===== src/core/dwa_pkg.sv =====
// Shared constants for the DMA width-align and lane-replicate data path
package dwa_pkg;

  // ----------------------------------------------------------------
  // AHB encodings
  // ----------------------------------------------------------------
  localparam logic [1:0] HTRANS_IDLE = 2'h0;
  localparam logic [1:0] HTRANS_NONSEQ = 2'h2;
  localparam logic [2:0] HSIZE_BYTE = 3'h0;
  localparam logic [2:0] HSIZE_HALF = 3'h1;
  localparam logic [2:0] HSIZE_WORD = 3'h2;
  localparam logic HRESP_OKAY = 1'h0;

  // ----------------------------------------------------------------
  // Item width settings (same code as HSIZE low bits)
  // ----------------------------------------------------------------
  localparam logic [1:0] WIDTH_BYTE = 2'h0;
  localparam logic [1:0] WIDTH_HALF = 2'h1;
  localparam logic [1:0] WIDTH_WORD = 2'h2;

  // ----------------------------------------------------------------
  // Sizes and reset values
  // ----------------------------------------------------------------
  localparam int ADDR_W = 32;
  localparam int DATA_W = 32;
  localparam int ITEM_CNT_W = 16;
  localparam int FIFO_DEPTH = 8;
  localparam logic [31:0] ADDR_RST = 32'h0000_0000;
  localparam logic [31:0] DATA_RST = 32'h0000_0000;

endpackage


===== src/core/dwa_fifo.sv =====
// Small synchronous FIFO with valid/ready on both sides
`timescale 1ns/1ps
`default_nettype none
module dwa_fifo #(
  parameter int WIDTH = 32,
  parameter int DEPTH = 8
) (
  // Clock and reset
  input wire logic clk_i,
  input wire logic resetn_i,
  // Fill side
  input wire logic in_valid_i,
  output logic in_ready_o,
  input wire logic [WIDTH-1:0] in_data_i,
  // Drain side
  output logic out_valid_o,
  input wire logic out_ready_i,
  output logic [WIDTH-1:0] out_data_o
);
  localparam int PW = $clog2(DEPTH);

  logic [WIDTH-1:0] mem_q [DEPTH];
  logic [PW:0] wr_q, wr_d, rd_q, rd_d;
  logic push, pop;

  // ----------------------------------------------------------------
  // Pointer logic
  // ----------------------------------------------------------------
  // Extra pointer bit separates full from empty
  always_comb begin
    in_ready_o = (wr_q - rd_q) != (PW+1)'(DEPTH);
    out_valid_o = wr_q != rd_q;
    push = in_valid_i && in_ready_o;
    pop = out_valid_o && out_ready_i;
    wr_d = push ? wr_q + (PW+1)'(1) : wr_q;
    rd_d = pop ? rd_q + (PW+1)'(1) : rd_q;
    out_data_o = mem_q[rd_q[PW-1:0]];
  end

  // Pointer registers
  always_ff @(posedge clk_i or negedge resetn_i) begin
    if (!resetn_i) begin
      wr_q <= '0;
      rd_q <= '0;
    end else begin
      wr_q <= wr_d;
      rd_q <= rd_d;
    end
  end

  // Storage has no reset; only valid slots are ever read
  always_ff @(posedge clk_i) begin
    if (push) begin
      mem_q[wr_q[PW-1:0]] <= in_data_i;
    end
  end
endmodule
`default_nettype wire


===== src/core/dwa_core.sv =====
// DMA data path: width conversion, address stepping, AHB master, lane replication
//
// Operation
// - Convert every item between source and destination widths when they differ.
// - Wider destination: item in low bits, upper bits filled with zeros.
// - Narrower destination: write only the low destination-width bits.
// - Both steps enabled: source and destination advance by their own item size.
// - Each item is one source read then one destination write; count in items.
// - Own registers accept only 32-bit accesses; narrower accesses fault.
// - Byte or halfword writes replicate data on all lanes, HSIZE shows real size.
// - An enabled side steps its address by 1, 2 or 4 after each transfer.
// - Peripheral and memory item widths come from two separate settings.
`timescale 1ns/1ps
`default_nettype none
module dwa_core
  import dwa_pkg::*;
#(
  parameter int CNT_W = ITEM_CNT_W,
  parameter int DEPTH = FIFO_DEPTH
) (
  // Clock and reset
  input wire logic clk_i,
  input wire logic resetn_i,
  // Channel settings, sampled at start
  input wire logic [1:0] periph_item_width_i,
  input wire logic [1:0] mem_item_width_i,
  input wire logic periph_addr_step_en_i,
  input wire logic mem_addr_step_en_i,
  input wire logic mem_to_periph_i,
  input wire logic [ADDR_W-1:0] periph_addr_i,
  input wire logic [ADDR_W-1:0] mem_addr_i,
  input wire logic [CNT_W-1:0] items_i,
  input wire logic start_i,
  // Channel status
  output logic busy_o,
  output logic done_o,
  output logic error_o,
  output logic [CNT_W-1:0] items_remaining_o,
  // AHB master
  output logic [ADDR_W-1:0] haddr_o,
  output logic [1:0] htrans_o,
  output logic hwrite_o,
  output logic [2:0] hsize_o,
  output logic [DATA_W-1:0] hwdata_o,
  input wire logic [DATA_W-1:0] hrdata_i,
  input wire logic hready_i,
  input wire logic hresp_i,
  // Register port access check
  input wire logic reg_sel_i,
  input wire logic [1:0] reg_htrans_i,
  input wire logic [2:0] reg_hsize_i,
  output logic reg_size_fault_o
);

  // ----------------------------------------------------------------
  // Helpers
  // ----------------------------------------------------------------
  // Address step for an item width
  function automatic logic [ADDR_W-1:0] step_of(input logic [1:0] w);
    case (w)
      WIDTH_BYTE: step_of = ADDR_W'(1);
      WIDTH_HALF: step_of = ADDR_W'(2);
      default: step_of = ADDR_W'(4);
    endcase
  endfunction

  // Keep only the low bits of an item that fit a width
  function automatic logic [DATA_W-1:0] fit(input logic [DATA_W-1:0] d, input logic [1:0] w);
    case (w)
      WIDTH_BYTE: fit = {24'h000000, d[7:0]};
      WIDTH_HALF: fit = {16'h0000, d[15:0]};
      default: fit = d;
    endcase
  endfunction

  // Pull the item off its byte lanes of the read bus, little endian
  function automatic logic [DATA_W-1:0] lane_extract(input logic [DATA_W-1:0] d,
                                                     input logic [1:0] a, input logic [1:0] w);
    lane_extract = fit(d >> {a, 3'h0}, w);
  endfunction

  // Copy narrow data onto every lane
  function automatic logic [DATA_W-1:0] replicate(input logic [DATA_W-1:0] d, input logic [1:0] w);
    case (w)
      WIDTH_BYTE: replicate = {4{d[7:0]}};
      WIDTH_HALF: replicate = {2{d[15:0]}};
      default: replicate = d;
    endcase
  endfunction

  typedef enum logic [2:0] {S_IDLE, S_RD_ADDR, S_RD_DATA, S_WR_WAIT, S_WR_ADDR, S_WR_DATA} dwa_state_t;

  dwa_state_t state_q, state_d;
  logic [1:0] src_w_q, src_w_d, dst_w_q, dst_w_d;
  logic src_step_q, src_step_d, dst_step_q, dst_step_d;
  logic [ADDR_W-1:0] src_addr_q, src_addr_d, dst_addr_q, dst_addr_d;
  logic [CNT_W-1:0] items_q, items_d;
  logic [ADDR_W-1:0] haddr_q, haddr_d;
  logic [1:0] htrans_q, htrans_d;
  logic hwrite_q, hwrite_d;
  logic [2:0] hsize_q, hsize_d;
  logic [DATA_W-1:0] hwdata_q, hwdata_d;
  logic busy_q, busy_d, done_q, done_d, error_q, error_d, fault_q, fault_d;
  logic f_in_valid, f_in_ready, f_out_valid, f_out_ready;
  logic [DATA_W-1:0] f_in_data, f_out_data;

  // ----------------------------------------------------------------
  // Item buffer between read and write phases
  // ----------------------------------------------------------------
  // Reads stall while it is full, so back-pressure reaches the read side
  dwa_fifo #(.WIDTH(DATA_W), .DEPTH(DEPTH)) u_fifo (
    .clk_i(clk_i),
    .resetn_i(resetn_i),
    .in_valid_i(f_in_valid),
    .in_ready_o(f_in_ready),
    .in_data_i(f_in_data),
    .out_valid_o(f_out_valid),
    .out_ready_i(f_out_ready),
    .out_data_o(f_out_data)
  );

  // ----------------------------------------------------------------
  // Transfer sequencer
  // ----------------------------------------------------------------
  // Single non-pipelined transfers keep one read strictly before one write
  always_comb begin
    state_d = state_q;
    src_w_d = src_w_q;
    dst_w_d = dst_w_q;
    src_step_d = src_step_q;
    dst_step_d = dst_step_q;
    src_addr_d = src_addr_q;
    dst_addr_d = dst_addr_q;
    items_d = items_q;
    haddr_d = haddr_q;
    htrans_d = htrans_q;
    hwrite_d = hwrite_q;
    hsize_d = hsize_q;
    hwdata_d = hwdata_q;
    busy_d = busy_q;
    done_d = 1'b0;
    error_d = error_q;
    f_in_valid = 1'b0;
    f_in_data = lane_extract(hrdata_i, src_addr_q[1:0], src_w_q);
    f_out_ready = 1'b0;
    case (state_q)
      S_IDLE: begin
        if (start_i && items_i != '0) begin
          // Separate settings for each side; direction picks source
          src_w_d = mem_to_periph_i ? mem_item_width_i : periph_item_width_i;
          dst_w_d = mem_to_periph_i ? periph_item_width_i : mem_item_width_i;
          src_step_d = mem_to_periph_i ? mem_addr_step_en_i : periph_addr_step_en_i;
          dst_step_d = mem_to_periph_i ? periph_addr_step_en_i : mem_addr_step_en_i;
          src_addr_d = mem_to_periph_i ? mem_addr_i : periph_addr_i;
          dst_addr_d = mem_to_periph_i ? periph_addr_i : mem_addr_i;
          items_d = items_i;
          busy_d = 1'b1;
          error_d = 1'b0;
          haddr_d = mem_to_periph_i ? mem_addr_i : periph_addr_i;
          hsize_d = (src_w_d == 2'h3) ? HSIZE_WORD : {1'b0, src_w_d}; // Spare code 3 goes out as a word
          hwrite_d = 1'b0;
          htrans_d = HTRANS_NONSEQ;
          state_d = S_RD_ADDR;
        end
      end
      S_RD_ADDR: begin
        if (hready_i) begin
          htrans_d = HTRANS_IDLE;
          state_d = S_RD_DATA;
        end
      end
      S_RD_DATA: begin
        if (hready_i && hresp_i != HRESP_OKAY) begin
          error_d = 1'b1;
          busy_d = 1'b0;
          state_d = S_IDLE;
        end else if (hready_i) begin
          // Source-width item, pulled off its lanes, held until the write phase
          f_in_valid = 1'b1;
          state_d = S_WR_WAIT;
        end
      end
      S_WR_WAIT: begin
        if (f_out_valid) begin
          haddr_d = dst_addr_q;
          hsize_d = (dst_w_q == 2'h3) ? HSIZE_WORD : {1'b0, dst_w_q};
          hwrite_d = 1'b1;
          htrans_d = HTRANS_NONSEQ;
          state_d = S_WR_ADDR;
        end
      end
      S_WR_ADDR: begin
        if (hready_i) begin
          f_out_ready = 1'b1;
          // Truncate then spread over unused lanes for size-blind slaves
          hwdata_d = replicate(fit(f_out_data, dst_w_q), dst_w_q);
          htrans_d = HTRANS_IDLE;
          state_d = S_WR_DATA;
        end
      end
      S_WR_DATA: begin
        if (hready_i && hresp_i != HRESP_OKAY) begin
          error_d = 1'b1;
          busy_d = 1'b0;
          hwrite_d = 1'b0;
          state_d = S_IDLE;
        end else if (hready_i) begin
          // Post-increment each side with stepping enabled by its own item size
          if (src_step_q) begin
            src_addr_d = src_addr_q + step_of(src_w_q);
          end
          if (dst_step_q) begin
            dst_addr_d = dst_addr_q + step_of(dst_w_q);
          end
          items_d = items_q - CNT_W'(1);
          hwrite_d = 1'b0;
          if (items_q == CNT_W'(1)) begin
            busy_d = 1'b0;
            done_d = 1'b1;
            state_d = S_IDLE;
          end else if (f_in_ready) begin
            haddr_d = src_step_q ? src_addr_q + step_of(src_w_q) : src_addr_q;
            hsize_d = (src_w_q == 2'h3) ? HSIZE_WORD : {1'b0, src_w_q};
            htrans_d = HTRANS_NONSEQ;
            state_d = S_RD_ADDR;
          end else begin
            state_d = S_WR_DATA;
          end
        end
      end
      default: begin
        state_d = S_IDLE;
      end
    endcase
  end

  // Sequencer registers
  always_ff @(posedge clk_i or negedge resetn_i) begin
    if (!resetn_i) begin
      state_q <= S_IDLE;
      src_w_q <= WIDTH_BYTE;
      dst_w_q <= WIDTH_BYTE;
      src_step_q <= 1'b0;
      dst_step_q <= 1'b0;
      src_addr_q <= ADDR_RST;
      dst_addr_q <= ADDR_RST;
      items_q <= '0;
      haddr_q <= ADDR_RST;
      htrans_q <= HTRANS_IDLE;
      hwrite_q <= 1'b0;
      hsize_q <= HSIZE_WORD;
      hwdata_q <= DATA_RST;
      busy_q <= 1'b0;
      done_q <= 1'b0;
      error_q <= 1'b0;
    end else begin
      state_q <= state_d;
      src_w_q <= src_w_d;
      dst_w_q <= dst_w_d;
      src_step_q <= src_step_d;
      dst_step_q <= dst_step_d;
      src_addr_q <= src_addr_d;
      dst_addr_q <= dst_addr_d;
      items_q <= items_d;
      haddr_q <= haddr_d;
      htrans_q <= htrans_d;
      hwrite_q <= hwrite_d;
      hsize_q <= hsize_d;
      hwdata_q <= hwdata_d;
      busy_q <= busy_d;
      done_q <= done_d;
      error_q <= error_d;
    end
  end

  // ----------------------------------------------------------------
  // Register access width check
  // ----------------------------------------------------------------
  // Any active non-word access to our registers is flagged as a fault
  always_comb begin
    fault_d = reg_sel_i && reg_htrans_i[1] && reg_hsize_i != HSIZE_WORD;
  end

  always_ff @(posedge clk_i or negedge resetn_i) begin
    if (!resetn_i) begin
      fault_q <= 1'b0;
    end else begin
      fault_q <= fault_d;
    end
  end

  // Outputs straight from flops
  assign busy_o = busy_q;
  assign done_o = done_q;
  assign error_o = error_q;
  assign items_remaining_o = items_q;
  assign haddr_o = haddr_q;
  assign htrans_o = htrans_q;
  assign hwrite_o = hwrite_q;
  assign hsize_o = hsize_q;
  assign hwdata_o = hwdata_q;
  assign reg_size_fault_o = fault_q;
endmodule
`default_nettype wire


===== config.mk =====
export PLATFORM = sky130hd
export DESIGN_NAME = dwa_core
export DESIGN_NICKNAME = d
export VERILOG_FILES = /design/src/core/dwa_pkg.sv /design/src/core/dwa_fifo.sv /design/src/core/dwa_core.sv
export SDC_FILE = /design/constraint.sdc
export NUM_CORES = 1
export LEC_CHECK = 0
export BUFFER_PORTS_ARGS = -buffer_cell sky130_fd_sc_hd__clkbuf_2
export CAP_MARGIN = 20
export CORE_ASPECT_RATIO = 0.75
export CORE_MARGIN = 4
export CORE_UTILIZATION = 40
export CTS_BUF_LIST = sky130_fd_sc_hd__clkbuf_4
export CTS_CLUSTER_SIZE = 30
export DETAILED_ROUTE_END_ITERATION = 8
export PLACE_DENSITY = 0.68
export SLEW_MARGIN = 20
export SYNTH_ARGS = -nofsm -noshare
export SYNTH_HDL_FRONTEND = slang
export SYNTH_SLANG_ARGS = --single-unit

===== constraint.sdc =====
create_clock -name clk_i -period 9.3 [get_ports clk_i]
set_clock_uncertainty 0.2 [all_clocks]
set_input_delay 0.465 -clock clk_i [delete_from_list [all_inputs] [get_ports clk_i]]
set_output_delay 0.465 -clock clk_i [all_outputs]
set_load 0.01 [all_outputs]

==> results of run 1 <==
-- synthesized netlist by cell type, types with 6 or more instances --
master and instances:
a211oi_1 52, a21oi_1 97, a221oi_1 12, a22o_1 6, a22oi_1 12, a2bb2oi_1 16
a31oi_1 51, and2_1 15, and3_1 14, and4_1 8, buf_1 29, buf_2 14
clkbuf_1 94, dfrtp_1 168, edfxtp_1 256, ha_1 13, inv_1 13, mux2_2 48
mux2_4 9, mux2i_1 77, mux4_2 64, nand2_1 196, nand3_1 37, nand4_1 29
nor2_1 104, nor2b_1 15, nor3_1 47, nor4_1 24, o211ai_1 6, o21ai_0 108
o221ai_1 7, o22a_1 15, o22ai_1 20, o2bb2ai_1 6, o31a_1 9, o31ai_1 12
o41ai_1 7, or2_2 6, or4_1 6, xnor2_1 9, xor2_1 6
-- registers in the layout, indices dropped and copies added (netlist names), 3 cells and up --
register           cells
dst_addr_q            32
items_remaining_o     16
u_fifo.wr_q            4
state_q                3
hwdata_o              32
u_fifo.mem_q         256
u_fifo.rd_q            4
haddr_o               32
src_addr_q            32
-- worst min path at each step --
stage | from | to | slack [ps] | cells past startpoint
6_report | resetn_i | haddr_o[3] | 60 | 2
5_1_grt | hrdata_i[11] | u_fifo.mem_q[2][3] | 60 | 3
4_1_cts | resetn_i | haddr_o[8] | 20 | 2
3_5_place_dp | hwdata_o[22] | hwdata_o[22] | 270 | 2
3_3_place_gp | hwdata_o[0] | hwdata_o[0] | 260 | 2
2_1_floorplan | resetn_i | busy_o | -30 | 0
-- power by group --
group,internal [W],switching [W],total [W]
sequential,0.00250,0.000548,0.00305
combinational,0.00131,0.00196,0.00327
clock,0.000848,0.000802,0.00165
total,0.00467,0.00331,0.00798
-- metrics by stage --
stage | area [um2] | util [%] | setup WS [ps] | power (W)
floorplan | 21600 | - | 3730 | 0.00509
global placement | 23300 | 43.9 | 4940 | 0.00614
detailed placement | 23300 | 43.9 | 4820 | 0.00623
CTS | 26300 | 49.4 | 4800 | 0.00796
global route | 26300 | 49.4 | 4480 | 0.00847
finish | 26300 | 49.4 | 4780 | 0.00798
-- metal layers --
layer  vias to the layer above  wire, um  global-route usage (%)
li1                       7942         -                       -
met1                      8770     29900                    33.8
met2                      1042     30400                    34.9
met3                       197      7330                    7.22
met4                         4      2590                    8.61
met5                         -        21                       0
-- kinds of logic (layout without fill, tap and decap cells) --
kind of cell | after synthesis | in the layout
flops | 425 | 425
other cells | 1 | 6
xor+xnor | 15 | 15
compound gates | 488 | 488
buf+inv | 155 | 615
simple gates | 530 | 530
fa+ha+maj | 15 | 15
mux | 201 | 201
-- cell type report --
type | instances | area (um2) | share of cell area [%]
repair buffers | 404 | 2870 | 10.9
multi-input cells | 1251 | 9090 | 34.6
well taps | 712 | 891 | 3.39
flip-flops and latches | 425 | 11900 | 45.4
clock buffers | 173 | 1300 | 4.94
inverters | 13 | 48.8 | 0.186
clock inverters | 25 | 141 | 0.538
diodes | 4 | 10.0 | 0.0381
-- what timing repair did --
item,CTS,global route
endpoints found under the hold margin,405,0
hold buffers,147,0
setup buffers,0,0
==> flow_metrics.env, run 1 <==
export IMPL_avgRoutedWirePerCell_um=23.4
export IMPL_async_reset_ff_share_pct=39.8
export IMPL_worst_setup_path_start_kind="flip-flop"
export IMPL_worst_pin_slew_ps=1150
export IMPL_dp_cells=2657
export IMPL_synthSimpleGateAreaFrac_pct=11.8
export IMPL_fin_hold_ws_ps=56.7
export IMPL_max_freq_mhz=221
export IMPL_grt_max_degree=104
export IMPL_hp_class="input port to asynchronous set/reset pin"
export IMPL_synthTopCellsByArea="edfxtp_1 36%, dfrtp_1 19%, mux4_2 6.7%"
export IMPL_cp_depth=8
export IMPL_htree_levels=3
export IMPL_final_cell_mix="256 x edfxtp_1, 215 x clkbuf_2, 196 x nand2_1, 173 x clkbuf_4, 165 x dfrtp_1"
export IMPL_critical_path_max_stage_delay_ps=1100
export IMPL_synth_xor_xnor_area_share_pct=0.609
export IMPL_synth_warnings=0
export IMPL_synth_edf_count=256
export IMPL_cp_data_arrival_time_ps=4790
export IMPL_remaining_drc_errors=0
export IMPL_yosysTopAreaCell="edfxtp_1"
export IMPL_core_um2=53200
export IMPL_nNetsFinal=2347
export IMPL_tns_ps=0
export IMPL_start_util_pct=40.6
export IMPL_antenna_found_initial=4
export IMPL_timing_final_max_slew_violations=0
export IMPL_drive_gt1_share_pct=25.9
export IMPL_yosysSeqAreaShare_pct=55.2
export IMPL_io_pins=220
export IMPL_cp_end_kind="flip-flop"
export IMPL_hold_viol=0
export IMPL_cts_root_buf="clkbuf_4"
export IMPL_area_growth_pct=21.8
export IMPL_clock_sinks=425
export IMPL_min_period_over_period_pct=48.6
export IMPL_critPathLaunch="u_fifo.rd_q[2]"
export IMPL_place_gp_congestion=0.981
export IMPL_drt_iter0_drc=2136
export IMPL_mostFrequentLayoutCell="edfxtp_1"
export IMPL_syn_inst=1830
export IMPL_finalSetupViolCount=0
export IMPL_grt_pass1_vias=17900
export IMPL_synthFlopType="edfxtp_1"
export IMPL_power_per_cell_area_nw_per_um2=304
export IMPL_crit_required_ps=9580
export IMPL_crit_slowest_cell="dfrtp_1"
export IMPL_ctsResizeCount=0
export IMPL_synth_compound_area_share_pct=15.0
export IMPL_grt_pass1_wl_mm=108
export IMPL_dieArea_um2=57700
export IMPL_status="completed"
export IMPL_rsz0062_at_grt="no"
export IMPL_grt_ovfl_total=0
export IMPL_p_leak_nw=10.1
export IMPL_final_cells=3007
export IMPL_syn_area_per_cell_um2=11.8
export IMPL_vdd_drop_max_uv=138
export IMPL_cp_top_family="flip-flops"
export IMPL_critPathCapture="u_fifo.mem_q[5][7]"
export IMPL_synth_fa_ha_area_share_pct=0.940
export IMPL_crit_path_cell_trace="inv_1 > ha_1 > nand3_1 > o32ai_1 > a211oi_1 > nand2_1 > nor3b_2 > buf_4"
export IMPL_track_usage_pct=23.9
export IMPL_reg2reg_to="u_fifo.mem_q[5][7]"
export IMPL_synth_seq_cells=425
export IMPL_max_cap_viol_count=0
export IMPL_clk_pin_slew_ps=70
export IMPL_clk_latency_ps=920
export IMPL_relSlewSlack_pct=23.6
export IMPL_r2r_setup_slack_ps=4780
export IMPL_ys_types=80
export IMPL_yosysTopAreaCellShare_pct=35.6
export IMPL_clockBufferDepth=3
export IMPL_die_width_um=276
export IMPL_rr_startpoint="u_fifo.rd_q[2]"
export IMPL_fin_crit_ps=4520
export IMPL_io_buffers=216
export IMPL_syn_cell_area_um2=21600
export IMPL_synth_top_family_by_area="compound AO/OA/AOI/OAI gates"
export IMPL_fp_dieH_um=209
export IMPL_cts_tree="yes"
export IMPL_rr_worst_depth=8
export IMPL_cp_max_fo=27
export IMPL_synth_area_mux_share_pct=13.5
export IMPL_ant_nets=0
export IMPL_rows=73
export IMPL_fill_cells=4660
export IMPL_viasPerCell=5.97
export IMPL_drt_wl_total_mm=70.2
export IMPL_first_pass_iters=8
export IMPL_worstSetupPathType="flip-flop to flip-flop"
export IMPL_vias=18000
export IMPL_path_buf_inv=2
export IMPL_numCtsBuffers=107
export IMPL_dp_hpwl_mm=46.0
(Power assumes the default switching activity.)
==> inputs of run 2 (changes only) <==
- clock period: 9.3 -> 4.6 ns (I/O delays scaled with it)
==> flow_metrics.env, run 2 (same netlist as run 1, synthesis figures left out) <==
export IMPL_status="finished, violations left"
export IMPL_violations="design-rule violations"
export IMPL_io_pins=220
export IMPL_min_period_over_period_pct=90.5
export IMPL_ff_latch_area_um2=11900
export IMPL_stdcell_area_um2=26800
export IMPL_met3_usage_pct=7.86
export IMPL_dieArea_um2=57700
export IMPL_multiInputGateArea_um2=9120
export IMPL_crit_required_ps=5160
export IMPL_finalSetupViolCount=0
export IMPL_fin_util_pct=50.4
export IMPL_dp_hpwl_mm=46.3
export IMPL_vias=18500
export IMPL_ant_nets=0
export IMPL_worst_setup_path_start_kind="flip-flop"
export IMPL_timing_final_max_slew_violations=0
export IMPL_viasPerCell=6.07
export IMPL_fin_crit_ps=4160
export IMPL_vdd_drop_max_uv=247
export IMPL_area_growth_pct=24.1
export IMPL_place_gp_congestion=0.988
export IMPL_die_width_um=276
export IMPL_drt_wl_total_mm=71.5
export IMPL_layout_setup_ws_ps=439
export IMPL_start_util_pct=40.6
export IMPL_antenna_found_initial=2
export IMPL_p_leak_nw=10.3
export IMPL_grt_busiest_layer="met2"
export IMPL_drive_gt1_share_pct=25.2
export IMPL_grt_pass1_vias=18000
export IMPL_fill_cells=4587
export IMPL_clockBufferDepth=3
export IMPL_hp_class="input port to flip-flop"
export IMPL_final_cells=3050
export IMPL_nNetsFinal=2394
export IMPL_final_cell_mix="256 x edfxtp_1, 214 x clkbuf_2, 196 x nand2_1, 190 x dlygate4sd3_1, 166 x dfrtp_1"
export IMPL_dp_cells=2661
export IMPL_io_buffers=216
export IMPL_avgRoutedWirePerCell_um=23.4
export IMPL_rows=73
export IMPL_cts_tree="yes"
export IMPL_drt_iter0_drc=2494
export IMPL_placed_cell_area_um2=23400
export IMPL_worstSetupPathType="flip-flop to flip-flop"
export IMPL_cp_end_kind="flip-flop"
export IMPL_grt_pass1_wl_mm=108
export IMPL_cts_root_buf="clkbuf_4"
export IMPL_power_per_cell_area_nw_per_um2=615
export IMPL_clock_sinks=425
export IMPL_max_cap_viol_count=0
export IMPL_clk_pin_slew_ps=70
export IMPL_first_pass_iters=9
export IMPL_r2r_setup_slack_ps=440
export IMPL_hold_viol=0
export IMPL_numCtsBuffers=107
export IMPL_track_usage_pct=24.0
export IMPL_htree_levels=3
export IMPL_largest_reg_flops=256
export IMPL_clk_latency_ps=880
export IMPL_met2_usage_pct=34.7
export IMPL_grt_ovfl_total=0
export IMPL_grtUsageMet1_pct=33.7
export IMPL_rsz0062_at_grt="no"
export IMPL_cp_max_fo=15
export IMPL_mostFrequentLayoutCell="edfxtp_1"
export IMPL_fp_dieH_um=209
export IMPL_relSlewSlack_pct=25.1
export IMPL_pre_cts_slack_ps=923
export IMPL_worst_pin_slew_ps=1110
export IMPL_max_freq_mhz=240
export IMPL_cp_data_arrival_time_ps=4720
export IMPL_remaining_drc_errors=1
export IMPL_grt_max_degree=88
export IMPL_core_um2=53200
run 2: cell count changes in the layout (fill, tap and decap cells not counted), moves of 2 or more:
cell / before / now
clkinv_1: 16 / 23
diode_2: 4 / 2
clkbuf_4: 173 / 162
nor3b_2: 4 / 2
buf_4: 41 / 44
dlygate4sd3_1: 147 / 190
nor3b_4: 0 / 2
o21ai_4: 0 / 2
run 2: power by group:
| group | total (W) | internal, W | switching (W) | leakage [nW] |
|---|---|---|---|---|
| clock network | 0.00333 | 0.00168 | 0.00165 | 0.845 |
| logic | 0.00700 | 0.00286 | 0.00414 | 5.15 |
| registers | 0.00614 | 0.00506 | 0.00108 | 4.32 |
| total | 0.0165 | 0.00960 | 0.00687 | 10.3 |
run 2: final cells by class:
type | count | area share (%)
sequential | 425 | 44.5
multi-input combinational | 1251 | 34.1
timing repair buffer | 451 | 12.6
clock buffer | 162 | 4.54
tap | 712 | 3.33
clock inverter | 34 | 0.766
inverter | 13 | 0.182
antenna | 2 | 0.0187
run 2: path summary, 6_finish.rpt:
path | from | endpoint | cells past startpoint
setup / recovery | dst_w_q[1] | dst_addr_q[24] | 10
hold / removal | items_i[14] | items_remaining_o[14] | 4
setup reg to reg | dst_w_q[1] | dst_addr_q[24] | 10
hold reg to reg | hwdata_o[13] | hwdata_o[13] | 2
max in group asynchronous | resetn_i | u_fifo.rd_q[1] | 4
min in group asynchronous | resetn_i | dst_addr_q[26] | 4
run 2: what timing repair did:
action,in CTS,in global routing
buffers inserted,0,0
endpoints found under the setup margin,0,0
hold endpoints to repair,547,0
hold buffers,191,0
gates resized for setup,0,0
run 2: per-layer routing:
| layer | part of all wire [%] | vias to the layer above |
|---|---|---|
| met5 | 0.018 | - |
| met4 | 4.0 | 2 |
| met3 | 12 | 226 |
| met2 | 43 | 1222 |
| met1 | 41 | 9038 |
| li1 | - | 8032 |
run 2: critical path: stages (launching register included):
cell           delay (ps)
dfrtp_1               590
or2_2                 530
inv_1                 160
ha_1                  200
fa_1                  240
a21oi_1               110
nor3_1                800
nand4_1               320
o22ai_1               240
a21oi_1                80
dlygate4sd3_1         570
run 2: per-stage QoR:
stage / hold slack (ps) / total power [W] / TNS (ps)
finish: 78.5 / 0.0165 / 0
detailed placement: 150 / 0.0127 / 0
global route: 64.6 / 0.0174 / 0
floorplan: -266 / 0.0103 / -85940
CTS: 0.987 / 0.0164 / 0
global placement: 154 / 0.0125 / 0
